File: src/hdl/rfph_consts.vh
/*
 constants for the radio queue and packet handler: register offsets, field positions,
 reset values, sizes and codes. assumes inclusion by bare name from the design files.
*/
`ifndef RFPH_CONSTS_VH
`define RFPH_CONSTS_VH

// ==========================================
// register offsets
`define RFPH_TXQ_WR_OFS      8'h66
`define RFPH_RXQ_RD_OFS      8'h77
`define RFPH_CTRL_OFS        8'h10
`define RFPH_PKT_CFG_OFS     8'h11
`define RFPH_TX_AE_OFS       8'h12
`define RFPH_RX_AF_OFS       8'h13
`define RFPH_SYNC_OFS        8'h14
`define RFPH_HDR_OFS         8'h15
`define RFPH_LEN_OFS         8'h16
`define RFPH_STATUS_OFS      8'h20
`define RFPH_EVENT_OFS       8'h21
`define RFPH_INT_EN_OFS      8'h22
`define RFPH_TXQ_CNT_OFS     8'h23
`define RFPH_RXQ_CNT_OFS     8'h24
`define RFPH_CLEAR_OFS       8'h25

// ==========================================
// control fields
`define RFPH_CTRL_TX_GO      0
`define RFPH_CTRL_RX_GO      1
`define RFPH_CTRL_PH_TX      2
`define RFPH_CTRL_PH_RX      3
`define RFPH_CTRL_SHARED     4
// packet field enables
`define RFPH_CFG_PRE         0
`define RFPH_CFG_SYNC        1
`define RFPH_CFG_HDR         2
`define RFPH_CFG_LEN         3
`define RFPH_CFG_CRC         4
`define RFPH_CFG_WHITE       5
`define RFPH_CFG_MANCH       6
// clear command bits
`define RFPH_CLR_TX          0
`define RFPH_CLR_RX          1
// event bits
`define RFPH_EV_TX_AE        0
`define RFPH_EV_RX_AF        1
`define RFPH_EV_SENT         2
`define RFPH_EV_PRE_OK       3
`define RFPH_EV_SYNC_OK      4
`define RFPH_EV_PKT_OK       5
`define RFPH_EV_CRC_ERR      6

// ==========================================
// sizes and reset values
`define RFPH_QDEPTH          64
`define RFPH_QDEPTH_SHARED   129
`define RFPH_CNT_W           8
`define RFPH_CTRL_RST        8'h00
`define RFPH_CFG_RST         8'h1f
`define RFPH_TX_AE_RST       8'h10
`define RFPH_RX_AF_RST       8'h30
`define RFPH_SYNC_RST        8'h2d
`define RFPH_HDR_RST         8'h00
`define RFPH_LEN_RST         8'h08
`define RFPH_PRE_BYTE        8'haa
`define RFPH_PRE_TX_BYTES    8'h04
`define RFPH_PRE_RX_BYTES    8'h02
`define RFPH_WHITE_SEED      8'hff
`define RFPH_CRC_SEED        8'hff

`endif

File: src/hdl/rfph_queue.v
/*
 byte queue with a capacity chosen at run time between its normal and its shared size.
 assumes one clock; push and pop are single-cycle strobes.
*/
`timescale 1ns/1ps
`include "rfph_consts.vh"

module rfph_queue (
   input  wire       core_clk,
   input  wire       srst,
   input  wire       clear,
   input  wire       big,
   input  wire       push,
   input  wire [7:0] push_data,
   input  wire       pop,
   output reg  [7:0] pop_data,
   output wire [7:0] fill,
   output wire       full,
   output wire       empty
);
   reg  [7:0] mem [0:`RFPH_QDEPTH_SHARED-1];
   reg  [7:0] wr_reg;
   reg  [7:0] rd_reg;
   reg  [7:0] cnt_reg;
   wire [7:0] cap;
   wire       do_push;
   wire       do_pop;

   function [7:0] wrap_inc;
      input [7:0] p;
      input [7:0] c;
      begin
         wrap_inc = (p == c - 8'h01) ? 8'h00 : p + 8'h01;
      end
   endfunction

   assign cap     = big ? 8'd129 : 8'd64;
   assign full    = (cnt_reg >= cap);
   assign empty   = (cnt_reg == 8'h00);
   assign fill    = cnt_reg;
   // refused push or pop leaves the contents alone
   assign do_push = push & ~full;
   assign do_pop  = pop & ~empty;

   // head byte is shown ahead of the pop so a reader takes it in the pop cycle
   always @* begin
      pop_data = mem[rd_reg];
   end

   always @(posedge core_clk) begin
      if (srst || clear) begin
         wr_reg   <= 8'h00;
         rd_reg   <= 8'h00;
         cnt_reg  <= 8'h00;
      end else begin
         if (do_push) begin
            mem[wr_reg] <= push_data;
            wr_reg      <= wrap_inc(wr_reg, cap);
         end
         if (do_pop)
            rd_reg   <= wrap_inc(rd_reg, cap);
         case ({do_push, do_pop})
            2'b10:   cnt_reg <= cnt_reg + 8'h01;
            2'b01:   cnt_reg <= cnt_reg - 8'h01;
            default: cnt_reg <= cnt_reg;
         endcase
      end
   end
endmodule // rfph_queue

File: src/hdl/rfph_top.v
/*
 transmit and receive queues with the packet framer and checker around them.
 assumes a host on the plain register port and a bit-serial modem on the line side,
 one bit per valid strobe, in the same clock domain.
*/
// Chosen here: strobed register access.
`timescale 1ns/1ps
`include "rfph_consts.vh"

// How it works
// - two 64-byte queues, transmit and receive
// - single-direction use gives 129-byte queue
// - writes to 66h push transmit bytes
// - reads from 77h pop receive bytes
// - event when transmit fill drops to level
// - transmitter stops itself after packet_transmitted_event if the transmit queue is empty
// - interrupt when receive fill crosses level
// - almost-full means threshold bytes are readable
// - clear command empties either or both queues
// - packet handling enabled per direction
// - each packet field enabled individually; transmit sends header and length only when preamble or sync is on
// - good preamble raises preamble-good event
// - matching sync word raises sync-found event
// - packet-good and checksum-failure events in receive
// - receive undoes whitening and Manchester coding
// - receive checks header, stores payload bytes
// - transmit builds preamble, sync, payload, checksum
// - transmit applies whitening and Manchester coding
// - interrupt request line is active low
module rfph_top (
   input  wire       core_clk,
   input  wire       srst,
   input  wire [7:0] reg_addr,
   input  wire [7:0] reg_wdata,
   input  wire       reg_wr,
   input  wire       reg_rd,
   output reg  [7:0] reg_rdata,
   input  wire       tx_bit_ready,
   output reg        tx_bit,
   output reg        tx_bit_valid,
   input  wire       rx_bit,
   input  wire       rx_bit_valid,
   output reg        interrupt_request_n
);
   // ==========================================
   // registers
   reg  [7:0] ctrl_reg, cfg_reg, tx_ae_reg, rx_af_reg, sync_reg, hdr_reg, len_reg;
   reg  [6:0] event_reg, int_en_reg;
   reg  [6:0] ev_set;
   wire [7:0] txq_fill, rxq_fill, txq_data, rxq_data;
   wire       txq_empty, txq_full, rxq_full, rxq_empty;
   wire       wr_txq, rd_rxq, clr_tx, clr_rx;
   reg        rxq_push;
   reg  [7:0] rxq_pdata;
   reg        txq_pop;
   reg  [7:0] prev_tx_fill, prev_rx_fill;
   reg  [6:3] ev_rx;

   function [7:0] crc8_step;
      input [7:0] crc;
      input [7:0] b;
      integer i;
      reg [7:0] c;
      begin
         c = crc ^ b;
         for (i = 0; i < 8; i = i + 1)
            c = c[7] ? {c[6:0], 1'b0} ^ 8'h07 : {c[6:0], 1'b0};
         crc8_step = c;
      end
   endfunction

   function [7:0] lfsr_step;
      input [7:0] s;
      begin
         lfsr_step = {s[6:0], s[7] ^ s[5] ^ s[4] ^ s[3]};
      end
   endfunction

   assign wr_txq = reg_wr && (reg_addr == `RFPH_TXQ_WR_OFS);
   assign rd_rxq = reg_rd && (reg_addr == `RFPH_RXQ_RD_OFS);
   assign clr_tx = reg_wr && (reg_addr == `RFPH_CLEAR_OFS) && reg_wdata[`RFPH_CLR_TX];
   assign clr_rx = reg_wr && (reg_addr == `RFPH_CLEAR_OFS) && reg_wdata[`RFPH_CLR_RX];

   // ==========================================
   // queues
   rfph_queue u_txq (
      .core_clk  (core_clk),
      .srst      (srst),
      .clear     (clr_tx),
      .big       (ctrl_reg[`RFPH_CTRL_SHARED] & ~ctrl_reg[`RFPH_CTRL_RX_GO]),
      .push      (wr_txq),
      .push_data (reg_wdata),
      .pop       (txq_pop),
      .pop_data  (txq_data),
      .fill      (txq_fill),
      .full      (txq_full),
      .empty     (txq_empty)
   );

   rfph_queue u_rxq (
      .core_clk  (core_clk),
      .srst      (srst),
      .clear     (clr_rx),
      .big       (ctrl_reg[`RFPH_CTRL_SHARED] & ~ctrl_reg[`RFPH_CTRL_TX_GO]),
      .push      (rxq_push),
      .push_data (rxq_pdata),
      .pop       (rd_rxq),
      .pop_data  (rxq_data),
      .fill      (rxq_fill),
      .full      (rxq_full),
      .empty     (rxq_empty)
   );

   // ==========================================
   // transmit framer
   localparam TX_IDLE = 3'd0, TX_PRE = 3'd1, TX_SYNC = 3'd2, TX_HDR = 3'd3,
              TX_LEN = 3'd4, TX_PAY = 3'd5, TX_CRC = 3'd6, TX_LOAD = 3'd7;
   reg [2:0] tx_st_reg, tx_ret_reg;
   reg [7:0] tx_sh_reg, tx_cnt_reg, tx_crc_reg, tx_wh_reg;
   reg [3:0] tx_bitn_reg;
   reg       tx_half_reg, tx_busy_reg, tx_sent;
   wire      ph_tx = ctrl_reg[`RFPH_CTRL_PH_TX];
   wire      tx_byte_done = tx_busy_reg && tx_bit_ready && tx_bitn_reg == 4'd7 &&
                            (!cfg_reg[`RFPH_CFG_MANCH] || tx_half_reg);
   wire      raw_bit = tx_sh_reg[7];
   // the length byte also shifts in TX_PAY; only counted payload bytes are whitened
   wire      tx_in_pay = (tx_st_reg == TX_PAY) && (tx_cnt_reg != 8'h00);
   wire      wh_bit  = raw_bit ^ (cfg_reg[`RFPH_CFG_WHITE] & tx_wh_reg[7] & tx_in_pay);

   // the line shows the bit that the modem takes on this very edge
   always @* begin
      tx_bit_valid = tx_busy_reg;
      tx_bit       = cfg_reg[`RFPH_CFG_MANCH] ? (wh_bit ^ tx_half_reg) : wh_bit;
   end

   // loading a byte into the serialiser
   task load_byte;
      input [7:0] b;
      input [2:0] nxt;
      begin
         tx_sh_reg   <= b;
         tx_bitn_reg <= 4'd0;
         tx_half_reg <= 1'b0;
         tx_busy_reg <= 1'b1;
         tx_st_reg   <= nxt;
      end
   endtask

   always @(posedge core_clk) begin
      tx_sent <= 1'b0;
      txq_pop <= 1'b0;
      if (srst) begin
         tx_st_reg <= TX_IDLE; tx_ret_reg <= TX_IDLE; tx_sh_reg <= 8'h00;
         tx_cnt_reg <= 8'h00; tx_crc_reg <= `RFPH_CRC_SEED; tx_wh_reg <= `RFPH_WHITE_SEED;
         tx_bitn_reg <= 4'd0; tx_half_reg <= 1'b0; tx_busy_reg <= 1'b0;
      end else begin
         if (tx_busy_reg && tx_bit_ready) begin
            if (cfg_reg[`RFPH_CFG_MANCH] && !tx_half_reg)
               tx_half_reg <= 1'b1;
            else begin
               tx_half_reg <= 1'b0;
               tx_sh_reg   <= {tx_sh_reg[6:0], 1'b0};
               tx_bitn_reg <= tx_bitn_reg + 4'd1;
               if (tx_in_pay)
                  tx_wh_reg <= lfsr_step(tx_wh_reg);
               if (tx_byte_done)
                  tx_busy_reg <= 1'b0;
            end
         end
         if (!tx_busy_reg || tx_byte_done) begin
            case (tx_st_reg)
               TX_IDLE:
                  if (ctrl_reg[`RFPH_CTRL_TX_GO] && !txq_empty) begin
                     tx_crc_reg <= `RFPH_CRC_SEED;
                     tx_wh_reg  <= `RFPH_WHITE_SEED;
                     tx_cnt_reg <= 8'h00;
                     if (ph_tx && cfg_reg[`RFPH_CFG_PRE]) tx_st_reg <= TX_PRE;
                     else if (ph_tx && cfg_reg[`RFPH_CFG_SYNC]) tx_st_reg <= TX_SYNC;
                     else tx_st_reg <= TX_PAY;
                  end
               TX_PRE: begin
                  tx_cnt_reg <= tx_cnt_reg + 8'h01;
                  load_byte(`RFPH_PRE_BYTE,
                     (tx_cnt_reg == `RFPH_PRE_TX_BYTES - 8'h01) ? TX_SYNC : TX_PRE);
               end
               TX_SYNC: load_byte(cfg_reg[`RFPH_CFG_SYNC] ? sync_reg : `RFPH_PRE_BYTE,
                                  TX_HDR);
               TX_HDR: begin
                  tx_cnt_reg <= 8'h00;
                  if (cfg_reg[`RFPH_CFG_HDR]) begin
                     tx_crc_reg <= crc8_step(tx_crc_reg, hdr_reg);
                     load_byte(hdr_reg, TX_LEN);
                  end else tx_st_reg <= TX_LEN;
               end
               TX_LEN:
                  if (cfg_reg[`RFPH_CFG_LEN]) begin
                     tx_crc_reg <= crc8_step(tx_crc_reg, len_reg);
                     load_byte(len_reg, TX_PAY);
                  end else tx_st_reg <= TX_PAY;
               TX_PAY:
                  if (txq_empty || (ph_tx && tx_cnt_reg == len_reg))
                     tx_st_reg <= TX_CRC;
                  else begin
                     txq_pop    <= 1'b1;
                     tx_st_reg  <= TX_LOAD;
                  end
               TX_LOAD: begin // payload byte from the queue
                  tx_cnt_reg <= tx_cnt_reg + 8'h01;
                  tx_crc_reg <= crc8_step(tx_crc_reg, txq_data);
                  load_byte(txq_data, TX_PAY);
               end
               TX_CRC:
                  if (ph_tx && cfg_reg[`RFPH_CFG_CRC] && tx_ret_reg == TX_IDLE) begin
                     tx_ret_reg <= TX_CRC;
                     load_byte(tx_crc_reg, TX_CRC);
                  end else begin
                     tx_ret_reg <= TX_IDLE;
                     tx_sent    <= 1'b1;
                     tx_st_reg  <= TX_IDLE;
                  end
               default: tx_st_reg <= TX_IDLE;
            endcase
         end
      end
   end

   // ==========================================
   // receive checker
   localparam RX_HUNT = 3'd0, RX_SYNC = 3'd1, RX_HDR = 3'd2, RX_LEN = 3'd3,
              RX_PAY = 3'd4, RX_CRC = 3'd5;
   reg [2:0] rx_st_reg;
   reg [7:0] rx_sh_reg, rx_cnt_reg, rx_len_reg, rx_crc_reg, rx_wh_reg, rx_pre_reg, rx_key_reg;
   reg [2:0] rx_bitn_reg;
   reg       rx_half_reg, rx_first_reg;
   reg       rx_bit_ok;
   reg       rx_data;
   reg [7:0] rx_byte, rx_plain;
   wire      ph_rx = ctrl_reg[`RFPH_CTRL_PH_RX];

   // manchester pairs collapse to one bit; the first half carries the data
   always @* begin
      rx_bit_ok = rx_bit_valid && (!cfg_reg[`RFPH_CFG_MANCH] || rx_half_reg);
      rx_data   = cfg_reg[`RFPH_CFG_MANCH] ? rx_first_reg : rx_bit;
      rx_byte   = {rx_sh_reg[6:0], rx_data};
      rx_plain  = rx_byte ^ (cfg_reg[`RFPH_CFG_WHITE] ? {rx_key_reg[6:0], rx_wh_reg[7]} :
                  8'h00);
   end

   always @(posedge core_clk) begin
      rxq_push <= 1'b0;
      ev_rx <= 4'h0;
      if (srst || !ctrl_reg[`RFPH_CTRL_RX_GO]) begin
         rx_st_reg <= RX_HUNT; rx_sh_reg <= 8'h00; rx_cnt_reg <= 8'h00;
         rx_len_reg <= 8'h00; rx_crc_reg <= `RFPH_CRC_SEED; rx_wh_reg <= `RFPH_WHITE_SEED;
         rx_pre_reg <= 8'h00; rx_bitn_reg <= 3'd0; rx_half_reg <= 1'b0;
         rx_first_reg <= 1'b0; rxq_pdata <= 8'h00; rx_key_reg <= 8'h00;
      end else begin
         if (rx_bit_valid) begin
            rx_half_reg  <= cfg_reg[`RFPH_CFG_MANCH] & ~rx_half_reg;
            rx_first_reg <= rx_bit;
         end
         if (rx_bit_ok) begin
            rx_sh_reg   <= rx_byte;
            rx_bitn_reg <= rx_bitn_reg + 3'd1;
            if (rx_st_reg == RX_PAY) begin
               rx_wh_reg  <= lfsr_step(rx_wh_reg);
               rx_key_reg <= {rx_key_reg[6:0], rx_wh_reg[7]};
            end
            case (rx_st_reg)
               RX_HUNT: begin // bit-aligned preamble search
                  rx_bitn_reg <= 3'd0;
                  if (!ph_rx || !cfg_reg[`RFPH_CFG_PRE]) rx_st_reg <= RX_SYNC;
                  else if (rx_byte == `RFPH_PRE_BYTE || rx_byte == ~`RFPH_PRE_BYTE) begin
                     if (rx_pre_reg == `RFPH_PRE_RX_BYTES * 8'd8 - 8'd1) begin
                        ev_rx[`RFPH_EV_PRE_OK] <= 1'b1;
                        rx_st_reg <= RX_SYNC;
                     end else rx_pre_reg <= rx_pre_reg + 8'h01;
                  end else rx_pre_reg <= 8'h00;
               end
               RX_SYNC: begin
                  rx_bitn_reg <= 3'd0;
                  rx_crc_reg  <= `RFPH_CRC_SEED;
                  rx_wh_reg   <= `RFPH_WHITE_SEED;
                  rx_cnt_reg  <= 8'h00;
                  rx_len_reg  <= len_reg;
                  if (!ph_rx || !cfg_reg[`RFPH_CFG_SYNC] || rx_byte == sync_reg) begin
                     ev_rx[`RFPH_EV_SYNC_OK] <= 1'b1;
                     rx_st_reg <= (ph_rx && cfg_reg[`RFPH_CFG_HDR]) ? RX_HDR :
                                  (ph_rx && cfg_reg[`RFPH_CFG_LEN]) ? RX_LEN : RX_PAY;
                  end
               end
               default:
                  if (rx_bitn_reg == 3'd7) begin
                     case (rx_st_reg)
                        RX_HDR:
                           if (rx_byte == hdr_reg) begin
                              rx_crc_reg <= crc8_step(rx_crc_reg, rx_byte);
                              rx_st_reg  <= cfg_reg[`RFPH_CFG_LEN] ? RX_LEN : RX_PAY;
                           end else begin
                              rx_st_reg  <= RX_HUNT;
                              rx_pre_reg <= 8'h00;
                           end
                        RX_LEN: begin
                           rx_crc_reg <= crc8_step(rx_crc_reg, rx_byte);
                           rx_len_reg <= rx_byte;
                           rx_st_reg  <= (rx_byte == 8'h00) ? RX_CRC : RX_PAY;
                        end
                        RX_PAY: begin
                           rxq_pdata  <= rx_plain;
                           rxq_push   <= 1'b1;
                           rx_crc_reg <= crc8_step(rx_crc_reg, rx_plain);
                           rx_cnt_reg <= rx_cnt_reg + 8'h01;
                           if (rx_cnt_reg + 8'h01 == rx_len_reg)
                              rx_st_reg <= (ph_rx && cfg_reg[`RFPH_CFG_CRC]) ? RX_CRC : RX_HUNT;
                           if (rx_cnt_reg + 8'h01 == rx_len_reg &&
                               !(ph_rx && cfg_reg[`RFPH_CFG_CRC]))
                              ev_rx[`RFPH_EV_PKT_OK] <= ph_rx;
                        end
                        RX_CRC: begin
                           ev_rx[`RFPH_EV_PKT_OK]  <= (rx_byte == rx_crc_reg);
                           ev_rx[`RFPH_EV_CRC_ERR] <= (rx_byte != rx_crc_reg);
                           rx_st_reg  <= RX_HUNT;
                           rx_pre_reg <= 8'h00;
                        end
                        default: rx_st_reg <= RX_HUNT;
                     endcase
                  end
            endcase
         end
      end
   end

   // ==========================================
   // threshold events and register file
   always @* begin
      ev_set = {ev_rx, 3'b000};
      ev_set[`RFPH_EV_TX_AE] = (txq_fill <= tx_ae_reg) && (prev_tx_fill > tx_ae_reg);
      ev_set[`RFPH_EV_RX_AF] = (rxq_fill >= rx_af_reg) && (prev_rx_fill < rx_af_reg) &&
                               (rx_af_reg != 8'h00);
      ev_set[`RFPH_EV_SENT]  = tx_sent;
   end

   always @(posedge core_clk) begin
      if (srst) begin
         ctrl_reg <= `RFPH_CTRL_RST; cfg_reg <= `RFPH_CFG_RST; tx_ae_reg <= `RFPH_TX_AE_RST;
         rx_af_reg <= `RFPH_RX_AF_RST; sync_reg <= `RFPH_SYNC_RST; hdr_reg <= `RFPH_HDR_RST;
         len_reg <= `RFPH_LEN_RST; event_reg <= 7'h00; int_en_reg <= 7'h00;
         prev_tx_fill <= 8'h00; prev_rx_fill <= 8'h00;
         reg_rdata <= 8'h00; interrupt_request_n <= 1'b1;
      end else begin
         prev_tx_fill <= txq_fill;
         prev_rx_fill <= rxq_fill;
         // new events beat a same-cycle write-one-to-clear
         event_reg <= (event_reg & ~((reg_wr && reg_addr == `RFPH_EVENT_OFS) ?
                       reg_wdata[6:0] : 7'h00)) | ev_set;
         if (tx_sent && txq_empty)
            ctrl_reg[`RFPH_CTRL_TX_GO] <= 1'b0;
         if (reg_wr) begin
            case (reg_addr)
               `RFPH_CTRL_OFS:    ctrl_reg   <= reg_wdata;
               `RFPH_PKT_CFG_OFS: cfg_reg    <= reg_wdata;
               `RFPH_TX_AE_OFS:   tx_ae_reg  <= reg_wdata;
               `RFPH_RX_AF_OFS:   rx_af_reg  <= reg_wdata;
               `RFPH_SYNC_OFS:    sync_reg   <= reg_wdata;
               `RFPH_HDR_OFS:     hdr_reg    <= reg_wdata;
               `RFPH_LEN_OFS:     len_reg    <= reg_wdata;
               `RFPH_INT_EN_OFS:  int_en_reg <= reg_wdata[6:0];
               default:           ;
            endcase
         end
         interrupt_request_n <= ~|(event_reg & int_en_reg);
         if (reg_rd) begin
            case (reg_addr)
               `RFPH_CTRL_OFS:    reg_rdata <= ctrl_reg;
               `RFPH_PKT_CFG_OFS: reg_rdata <= cfg_reg;
               `RFPH_TX_AE_OFS:   reg_rdata <= tx_ae_reg;
               `RFPH_RX_AF_OFS:   reg_rdata <= rx_af_reg;
               `RFPH_SYNC_OFS:    reg_rdata <= sync_reg;
               `RFPH_HDR_OFS:     reg_rdata <= hdr_reg;
               `RFPH_LEN_OFS:     reg_rdata <= len_reg;
               `RFPH_STATUS_OFS:  reg_rdata <= {4'h0, rxq_full, rxq_empty, txq_full, txq_empty};
               `RFPH_EVENT_OFS:   reg_rdata <= {1'b0, event_reg};
               `RFPH_INT_EN_OFS:  reg_rdata <= {1'b0, int_en_reg};
               `RFPH_TXQ_CNT_OFS: reg_rdata <= txq_fill;
               `RFPH_RXQ_CNT_OFS: reg_rdata <= rxq_fill;
               `RFPH_RXQ_RD_OFS:  reg_rdata <= rxq_data;
               default:           reg_rdata <= 8'h00;
            endcase
         end
      end
   end
endmodule // rfph_top

File: config.mk
export PLATFORM = sky130hd
export DESIGN_NAME = rfph_top
export DESIGN_NICKNAME = d
export VERILOG_FILES = /design/src/hdl/rfph_queue.v /design/src/hdl/rfph_top.v
export VERILOG_INCLUDE_DIRS = /design/src /design/src/hdl
export SDC_FILE = /design/constraint.sdc
export NUM_CORES = 2
export LEC_CHECK = 0
export CAP_MARGIN = 20
export CORE_MARGIN = 2
export CORE_UTILIZATION = 34
export DETAILED_ROUTE_END_ITERATION = 7
export DONT_BUFFER_PORTS = 1
export GPL_ROUTABILITY_DRIVEN = 1
export GPL_TIMING_DRIVEN = 0
export PLACE_DENSITY = 0.55
export SLEW_MARGIN = 15
export SYNTH_ARGS = -nofsm -noshare
export SYNTH_HDL_FRONTEND = slang
export SYNTH_SLANG_ARGS = --single-unit
export TNS_END_PERCENT = 20
File: constraint.sdc
create_clock -name core_clk -period 4.4 [get_ports core_clk]
set_input_delay 0.88 -clock core_clk [delete_from_list [all_inputs] [get_ports core_clk]]
set_output_delay 0.88 -clock core_clk [all_outputs]
set_load 0.02 [all_outputs]
== Yosys cells after proc, flatten, opt, wreduce, memory -nomap -nowiden ==
Memory sizes are Yosys's and may differ from the RTL's. A register that Yosys moved wholly into a read port is not among the register bits.
Index checks and enable logic that the tools add are counted.

* Memories kept: 2
* Output and inout port bits: 11
* RAM bits: 2064
* Bits in registers: 264
* Bits of input ports: 23

* Mux-type cells: 156
* $lt $le $gt $ge: 6
* Bitwise operators: 84
* Equality and inequality tests: 58
* Reductions and logical operators: 97
* Add/subtract/negate cells: 15

{| class="wikitable"
|+ Memories
! name !! depth !! width !! read ports !! clocked after memory_dff !! wr ports !! RTL line !! text
|-
| u_rxq.mem || 129 || 8 || 1 || 1 || 1 || rfph_queue.v:21 || <nowiki>reg [7:0] mem [0:`RFPH_QDEPTH_SHARED-1];</nowiki>
|-
| u_txq.mem || 129 || 8 || 1 || 1 || 1 || rfph_queue.v:21 ||
|}

{| class="wikitable"
|+ Operator list
! kind !! number
|-
| $mux W8 || 41
|-
| $mux W3 || 56
|-
| $not A3 Y3 || 40
|-
| $pmux W8 S2 || 7
|-
| $pmux W8 S13 || 1
|-
| $add A8 B1 Y8 const B || 9
|-
| $eq A8 B8 Y1 || 9
|-
| $eq A8 B5 Y1 const B || 7
|-
| $eq A8 B6 Y1 const B || 6
|-
| $pmux W8 S3 || 2
|-
| $pmux W8 S6 || 1
|-
| $xor A8 B8 Y8 || 6
|-
| $mux W1 || 32
|-
| $pmux W8 S4 || 1
|-
| $sub A8 B1 Y8 const B || 4
|-
| $logic_and A1 B1 Y1 || 26
|-
| $eq A8 B7 Y1 const B || 3
|-
| $ge A8 B8 Y1 || 3
|-
| $logic_not A8 Y1 || 3
|-
| $mux W4 || 6
|-
| $reduce_and A2 Y1 || 12
|-
| $eq A3 B3 Y1 const B || 7
|-
| $pmux W3 S7 || 1
|-
| $not A1 Y1 || 17
|-
| other kinds (47) || 116
|}

== Depth between registers and ports, before layout ==
* Depth in word-level cells: 22
* Mapped depth: 22
* Mapped depth without buffers: 21

== By module ==
A second synthesis with hierarchy kept.

* Cells, all modules: 5822
* Area, all modules: 96057.1 um^2

{| class="wikitable"
|+ By module, submodules not included
! module !! area each (um^2) !! cells an instance !! times used !! seq. area each (um^2)
|-
| rfph_queue (u_txq) || 41747.5 || 2130 || 1 || 31630.3
|-
| rfph_queue (u_rxq) || 41720.0 || 2125 || 1 || 31630.3
|-
| rfph_top || 12589.6 || 1567 || 1 || 4284.1
|}

== Least setup slack after synthesis ==
Ideal clock, no wire load.

* Path kind: input -> register
* Start point: input reg_addr[2]
* End point: register u_rxq.cnt_reg[7], in the netlist u_rxq.fill[7]
* Arrival time: 4.188 ns
* Stages: 16
* Data required time: 4.330 ns
* Slack: 0.142 ns
* Cells stage by stage: nor2b_1 nand4b_1 or3_1 clkbuf_1 nor2_1 ha_1 ha_1 a21o_1 a21oi_1 o21bai_1 a21oi_1 o21bai_1 a21oi_1 xnor2_1 or3_1 a21oi_1

* Longest elaborated chain between the ends: 5

{| class="wikitable"
|+ RTL lines
! item !! RTL line !! text
|-
| start: declaration || rfph_top.v:33 || <nowiki>input wire [7:0] reg_addr,</nowiki>
|-
| $eq A8 B7 Y1 || - ||
|-
| $logic_and A1 B1 Y1 || rfph_top.v:80 || <nowiki>assign rd_rxq = reg_rd && (reg_addr == `RFPH_RXQ_RD_OFS);</nowiki>
|-
| $and A1 B1 Y1 || rfph_queue.v:43 || <nowiki>assign do_pop = pop & ~empty;</nowiki>
|-
| $eq A2 B1 Y1 or $eq A2 B2 Y1 (tied branches) || rfph_queue.v:62 || <nowiki>case ({do_push, do_pop})</nowiki>
|-
| $pmux W8 S2 or $reduce_bool A2 Y1 (tied branches) || - ||
|-
| end signal: assignment || rfph_queue.v:63 || <nowiki>2'b10: cnt_reg <= cnt_reg + 8'h01;</nowiki>
|-
| end signal: assignment || rfph_queue.v:64 || <nowiki>2'b01: cnt_reg <= cnt_reg - 8'h01;</nowiki>
|-
| end signal: assignment || rfph_queue.v:65 || <nowiki>default: cnt_reg <= cnt_reg;</nowiki>
|-
| end: declaration || rfph_queue.v:24 || <nowiki>reg [7:0] cnt_reg;</nowiki>
|}

Several ways; a longest one is shown, not always the timed one.
A chain may end at the register's enable or synchronous reset.

==> impl_summary.md <==
Global routing
The layer with the highest usage is met2. The number of antenna violations at the first check in global routing was 3. Entering global routing, the biggest net connects 137 pins.

The first-pass GRT wire length is roughly 420000 um. The number of global-route vias before repair came to 53.66k. The met2 layer usage reported by global route is around a third. The sum of overflow across all layers after global routing is 0. The met1 layer usage reported by global route is 28.95%. Global routing used 21.03% of the available tracks across all layers. Global routing used ~4.2% of the available met3 tracks.

Clock network
Buffers inserted during clock tree synthesis total 243. The number of sinks on the clock net is 2342. The number of H-tree levels is 4.

Counting along the longest clock path gives a buffer depth of 4. TritonCTS built the clock tree. In this run the clock root is driven by a sky130_fd_sc_hd__clkbuf_16. At the later pin of the worst-skew pair, clock insertion delay measures 0.91 ns. The post-CTS clock slew at the launch and capture registers of the worst setup and hold paths is around 0.060 ns.

Pwr
The total power density per cell area is 412.2 nW/um^2. VDD sags by at most 0.0003068 V. For this design the static power due to leakage is 35.97 nW.

Worst setup path
Data on the critical path is required at its endpoint by 5.21 ns. The worst-path maximum fanout is 10. The type of element capturing the critical path is a flip-flop. The critical path capture point is tx_crc_reg[1]$_SDFFE_PP1P_. The worst setup path is launched from a flip-flop. STA puts the critical path data arrival time at around 5.3 ns. The depth of the worst register-to-register path is 15. The endpoint identified for the worst register-to-register timing path is tx_crc_reg[1]$_SDFFE_PP1P_. The reg2reg setup slack is -0.10 ns. The critical path class is reg -> reg.

Status
The run finished, with violations left. The final reports fail on setup timing.

Die
The die area is 284400 sq um. After floorplanning, the core was divided into just under 200 placement rows. The vertical die dimension is approximately 530 um. The effective utilization at floorplan is 34.15%. The die is 533.3 um wide. 34 I/O pins were placed. The core outline area is 278900 sq um.

Logic synthesis
The post-synthesis instance area is 95240 sq um. Counting every instance in the synthesized netlist gives 5473. During synthesis, Yosys emitted a total of 0 warnings. In this run, synthesis inferred 2064 flip-flops with an integrated enable.

The average footprint of a synthesized cell is 17.40 sq um. Synthesis inferred ~2.3k register bits. The async set-reset flop share out of synthesis is 0%. The count of unique library cells instantiated by Yosys is just over 80. The register area share after synthesis is a little under three quarters.

Counting every net in the synthesized netlist gives approximately 5.6k. The dominant synthesized flop cell is sky130_fd_sc_hd__edfxtp_1.

Timing
The pin slew with the least headroom to its limit is 1.280 ns. Setup repair after global routing could not meet its margin everywhere. The largest clock skew in the final design is 0.05876 ns. The post-layout minimum cycle time is 4.500 ns.

In this run the tightest slew margin relative to its limit is 14.34%. The final clock period utilization by the worst path is 102.3%. Setup slack on the critical path of the routed design comes to -0.1004 ns. The count of final setup violators is 6. The count of endpoints failing hold in the final timing report is 0. The highest attainable clock frequency is 222.2 MHz. The total negative setup slack is -0.2890 ns.

The max-slew violation count is 0.

Route
Summing over every cut layer, the via total after detailed routing is 55.14k. The post-detailed-routing wire length is between 300000 and 400000 um. The number of nets still failing antenna checks after routing is 0.

After detailed routing, the number of remaining DRC violations is 0. The first detailed-routing pass ran for 6 iterations. Dividing the detail-routed wire length by the instance count gives ~32 um. After detailed routing, the number of vias per cell comes to 5.688. The iteration-0 DRC count of the detailed router is 6927.

Finish
After routing the design area is between 100000 and 150000 sq um. In the layout the commonest cells are sky130_fd_sc_hd__edfxtp_1 (2064), sky130_fd_sc_hd__mux4_2 (554), sky130_fd_sc_hd__nor2_1 (334), sky130_fd_sc_hd__nand2_1 (308), sky130_fd_sc_hd__dfxtp_1 (270). The area of combinational cells with multiple inputs is 27030 sq um. The post-route netlist has 22.73% of its cells at a drive strength greater than 1. Counting the fill cells in the layout gives 25.24k. The library cell used most frequently in the layout, excluding fill and tap cells, is sky130_fd_sc_hd__edfxtp_1. Once layout is complete, the cells apart from fillers number 9693.

Across the whole layout, storage elements account for 67570 sq um. The final layout contains 5862 nets. From synthesis to final layout, the design area changed by 15.33%. In the final layout, the registers with the most flip-flops are u_rxq.mem (1032), u_txq.mem (1032).

Placed design
The post-detailed-placement half-perimeter wirelength is roughly 200000 um. The placed cell area is 100600 sq um. In this run the tool buffered the top-level ports with 0 buffer cells. Prior to clock tree synthesis, the placed netlist has a worst setup slack of -1.540 ns. The final weighted congestion in routability-driven placement is 0.9388.

After detailed placement, the design holds a cell count of around 9.2k.

Flow run
The max-cap check violation count is 0.

Worst hold path
The min-delay analysis places its worst path in the category in -> reg.
-- worst min path at each step --
| stage | slack (ns) | startpoint | cells after the start | end |
|---|---|---|---|---|
| after CTS | 0.06 | reg_wdata[3] | 0 | u_txq.mem[108][3]$_DFFE_PP_ |
| after global placement | 0.44 | ev_rx[3]$_SDFF_PP0_ | 2 | event_reg[3]$_SDFF_PP0_ |
| after floorplan | 0.41 | ev_rx[3]$_SDFF_PP0_ | 2 | event_reg[3]$_SDFF_PP0_ |
| final | 0.13 | reg_wdata[4] | 0 | u_txq.mem[76][4]$_DFFE_PP_ |
| after detailed placement | 0.44 | ev_rx[6]$_SDFF_PP0_ | 2 | event_reg[6]$_SDFF_PP0_ |
| after global routing | 0.07 | reg_wdata[3] | 0 | u_txq.mem[108][3]$_DFFE_PP_ |
-- kinds of logic (layout without fill, tap and decap cells) --
kind of cell / count (synthesis) / count (layout) / share of synthesized area, %
compound gates: 602 / 602 / 4.261
xor+xnor: 216 / 216 / 2.026
mux: 681 / 681 / 14.48
fa+ha+maj: 73 / 73 / 0.9748
other cells: 0 / 3 / 0
flops: 2342 / 2342 / 70.92
simple gates: 1187 / 1187 / 5.523
buf+inv: 372 / 865 / 1.812
-- cell usage after synthesis (36+ instances only) --
master | instances | area [sq um]
sky130_fd_sc_hd__edfxtp_1 | 2064 | 61980
sky130_fd_sc_hd__mux4_2 | 554 | 12480
sky130_fd_sc_hd__nor2_1 | 500 | 1877
sky130_fd_sc_hd__nand2_1 | 319 | 1197
sky130_fd_sc_hd__dfxtp_1 | 278 | 5565
sky130_fd_sc_hd__clkbuf_1 | 185 | 694.4
sky130_fd_sc_hd__a21oi_1 | 181 | 905.9
sky130_fd_sc_hd__xnor2_1 | 123 | 1077
sky130_fd_sc_hd__mux2i_1 | 102 | 1021
sky130_fd_sc_hd__nand3_1 | 102 | 510.5
sky130_fd_sc_hd__a22oi_1 | 96 | 720.7
sky130_fd_sc_hd__xor2_1 | 89 | 779.5
sky130_fd_sc_hd__ha_1 | 71 | 888.4
sky130_fd_sc_hd__nor2b_1 | 63 | 394.1
sky130_fd_sc_hd__inv_1 | 60 | 225.2
sky130_fd_sc_hd__buf_2 | 55 | 275.3
sky130_fd_sc_hd__o21ai_0 | 50 | 250.2
sky130_fd_sc_hd__nor3_1 | 37 | 185.2
sky130_fd_sc_hd__a211oi_1 | 36 | 270.3
sky130_fd_sc_hd__nand4_1 | 36 | 225.2
-- routing by layer --
metal | vias up | routed length (um)
li1 | 22352 | -
met1 | 29344 | 125000
met5 | - | 75
met3 | 585 | 27030
met2 | 2850 | 140900
met4 | 4 | 12940
-- power by group --
| part | internal, mW | switching [mW] |
|---|---|---|
| combinational | 0.311 | 0.644 |
| sequential | 24.0 | 0.0525 |
| clock | 11.4 | 8.85 |
-- layout make-up --
class | count | area share [%]
tap | 3724 | 4.242
buffer | 304 | 1.713
clock buffer | 311 | 5.843
antenna | 3 | 0.006835
clock inverter | 134 | 1.115
sequential | 2342 | 61.52
multi-input combinational | 2759 | 24.61
inverter | 64 | 0.2221
timing repair buffer | 52 | 0.7268
-- stage by stage --
stage | utilization (%) | hold WS, ns | power (mW)
4_1_cts | 39.19 | 0.06148 | 45.50
2_1_floorplan | - | 0.4130 | 25.23
5_1_grt | 39.38 | 0.07379 | 46.41
3_5_place_dp | 36.08 | 0.4417 | 25.48
3_3_place_gp | 35.82 | 0.4373 | 25.49
6_report | 39.38 | 0.1290 | 45.27
-- worst max-delay path, cell delays in order, from the launching register on --
cell	delay, ns
sky130_fd_sc_hd__dfxtp_1	0.31
sky130_fd_sc_hd__buf_2	0.35
sky130_fd_sc_hd__buf_6	0.32
sky130_fd_sc_hd__buf_4	0.31
sky130_fd_sc_hd__clkbuf_2	0.35
sky130_fd_sc_hd__buf_6	0.22
sky130_fd_sc_hd__buf_4	0.30
sky130_fd_sc_hd__a21oi_1	0.19
sky130_fd_sc_hd__a2111oi_2	0.51
sky130_fd_sc_hd__o311ai_2	0.29
sky130_fd_sc_hd__o2bb2ai_4	0.26
sky130_fd_sc_hd__xnor2_2	0.21
sky130_fd_sc_hd__xnor2_2	0.26
sky130_fd_sc_hd__xor2_1	0.19
sky130_fd_sc_hd__o221ai_1	0.14
sky130_fd_sc_hd__o21a_1	0.15
-- repair_timing --
action / CTS / global route
pin swaps: 4 / 1
buffers inserted: 5 / 0
resized for setup: 318 / 116
hold buffers: 0 / 0
endpoints found under the setup margin: 2071 / 1250
Note: power is estimated with default switching activity, not from simulation.
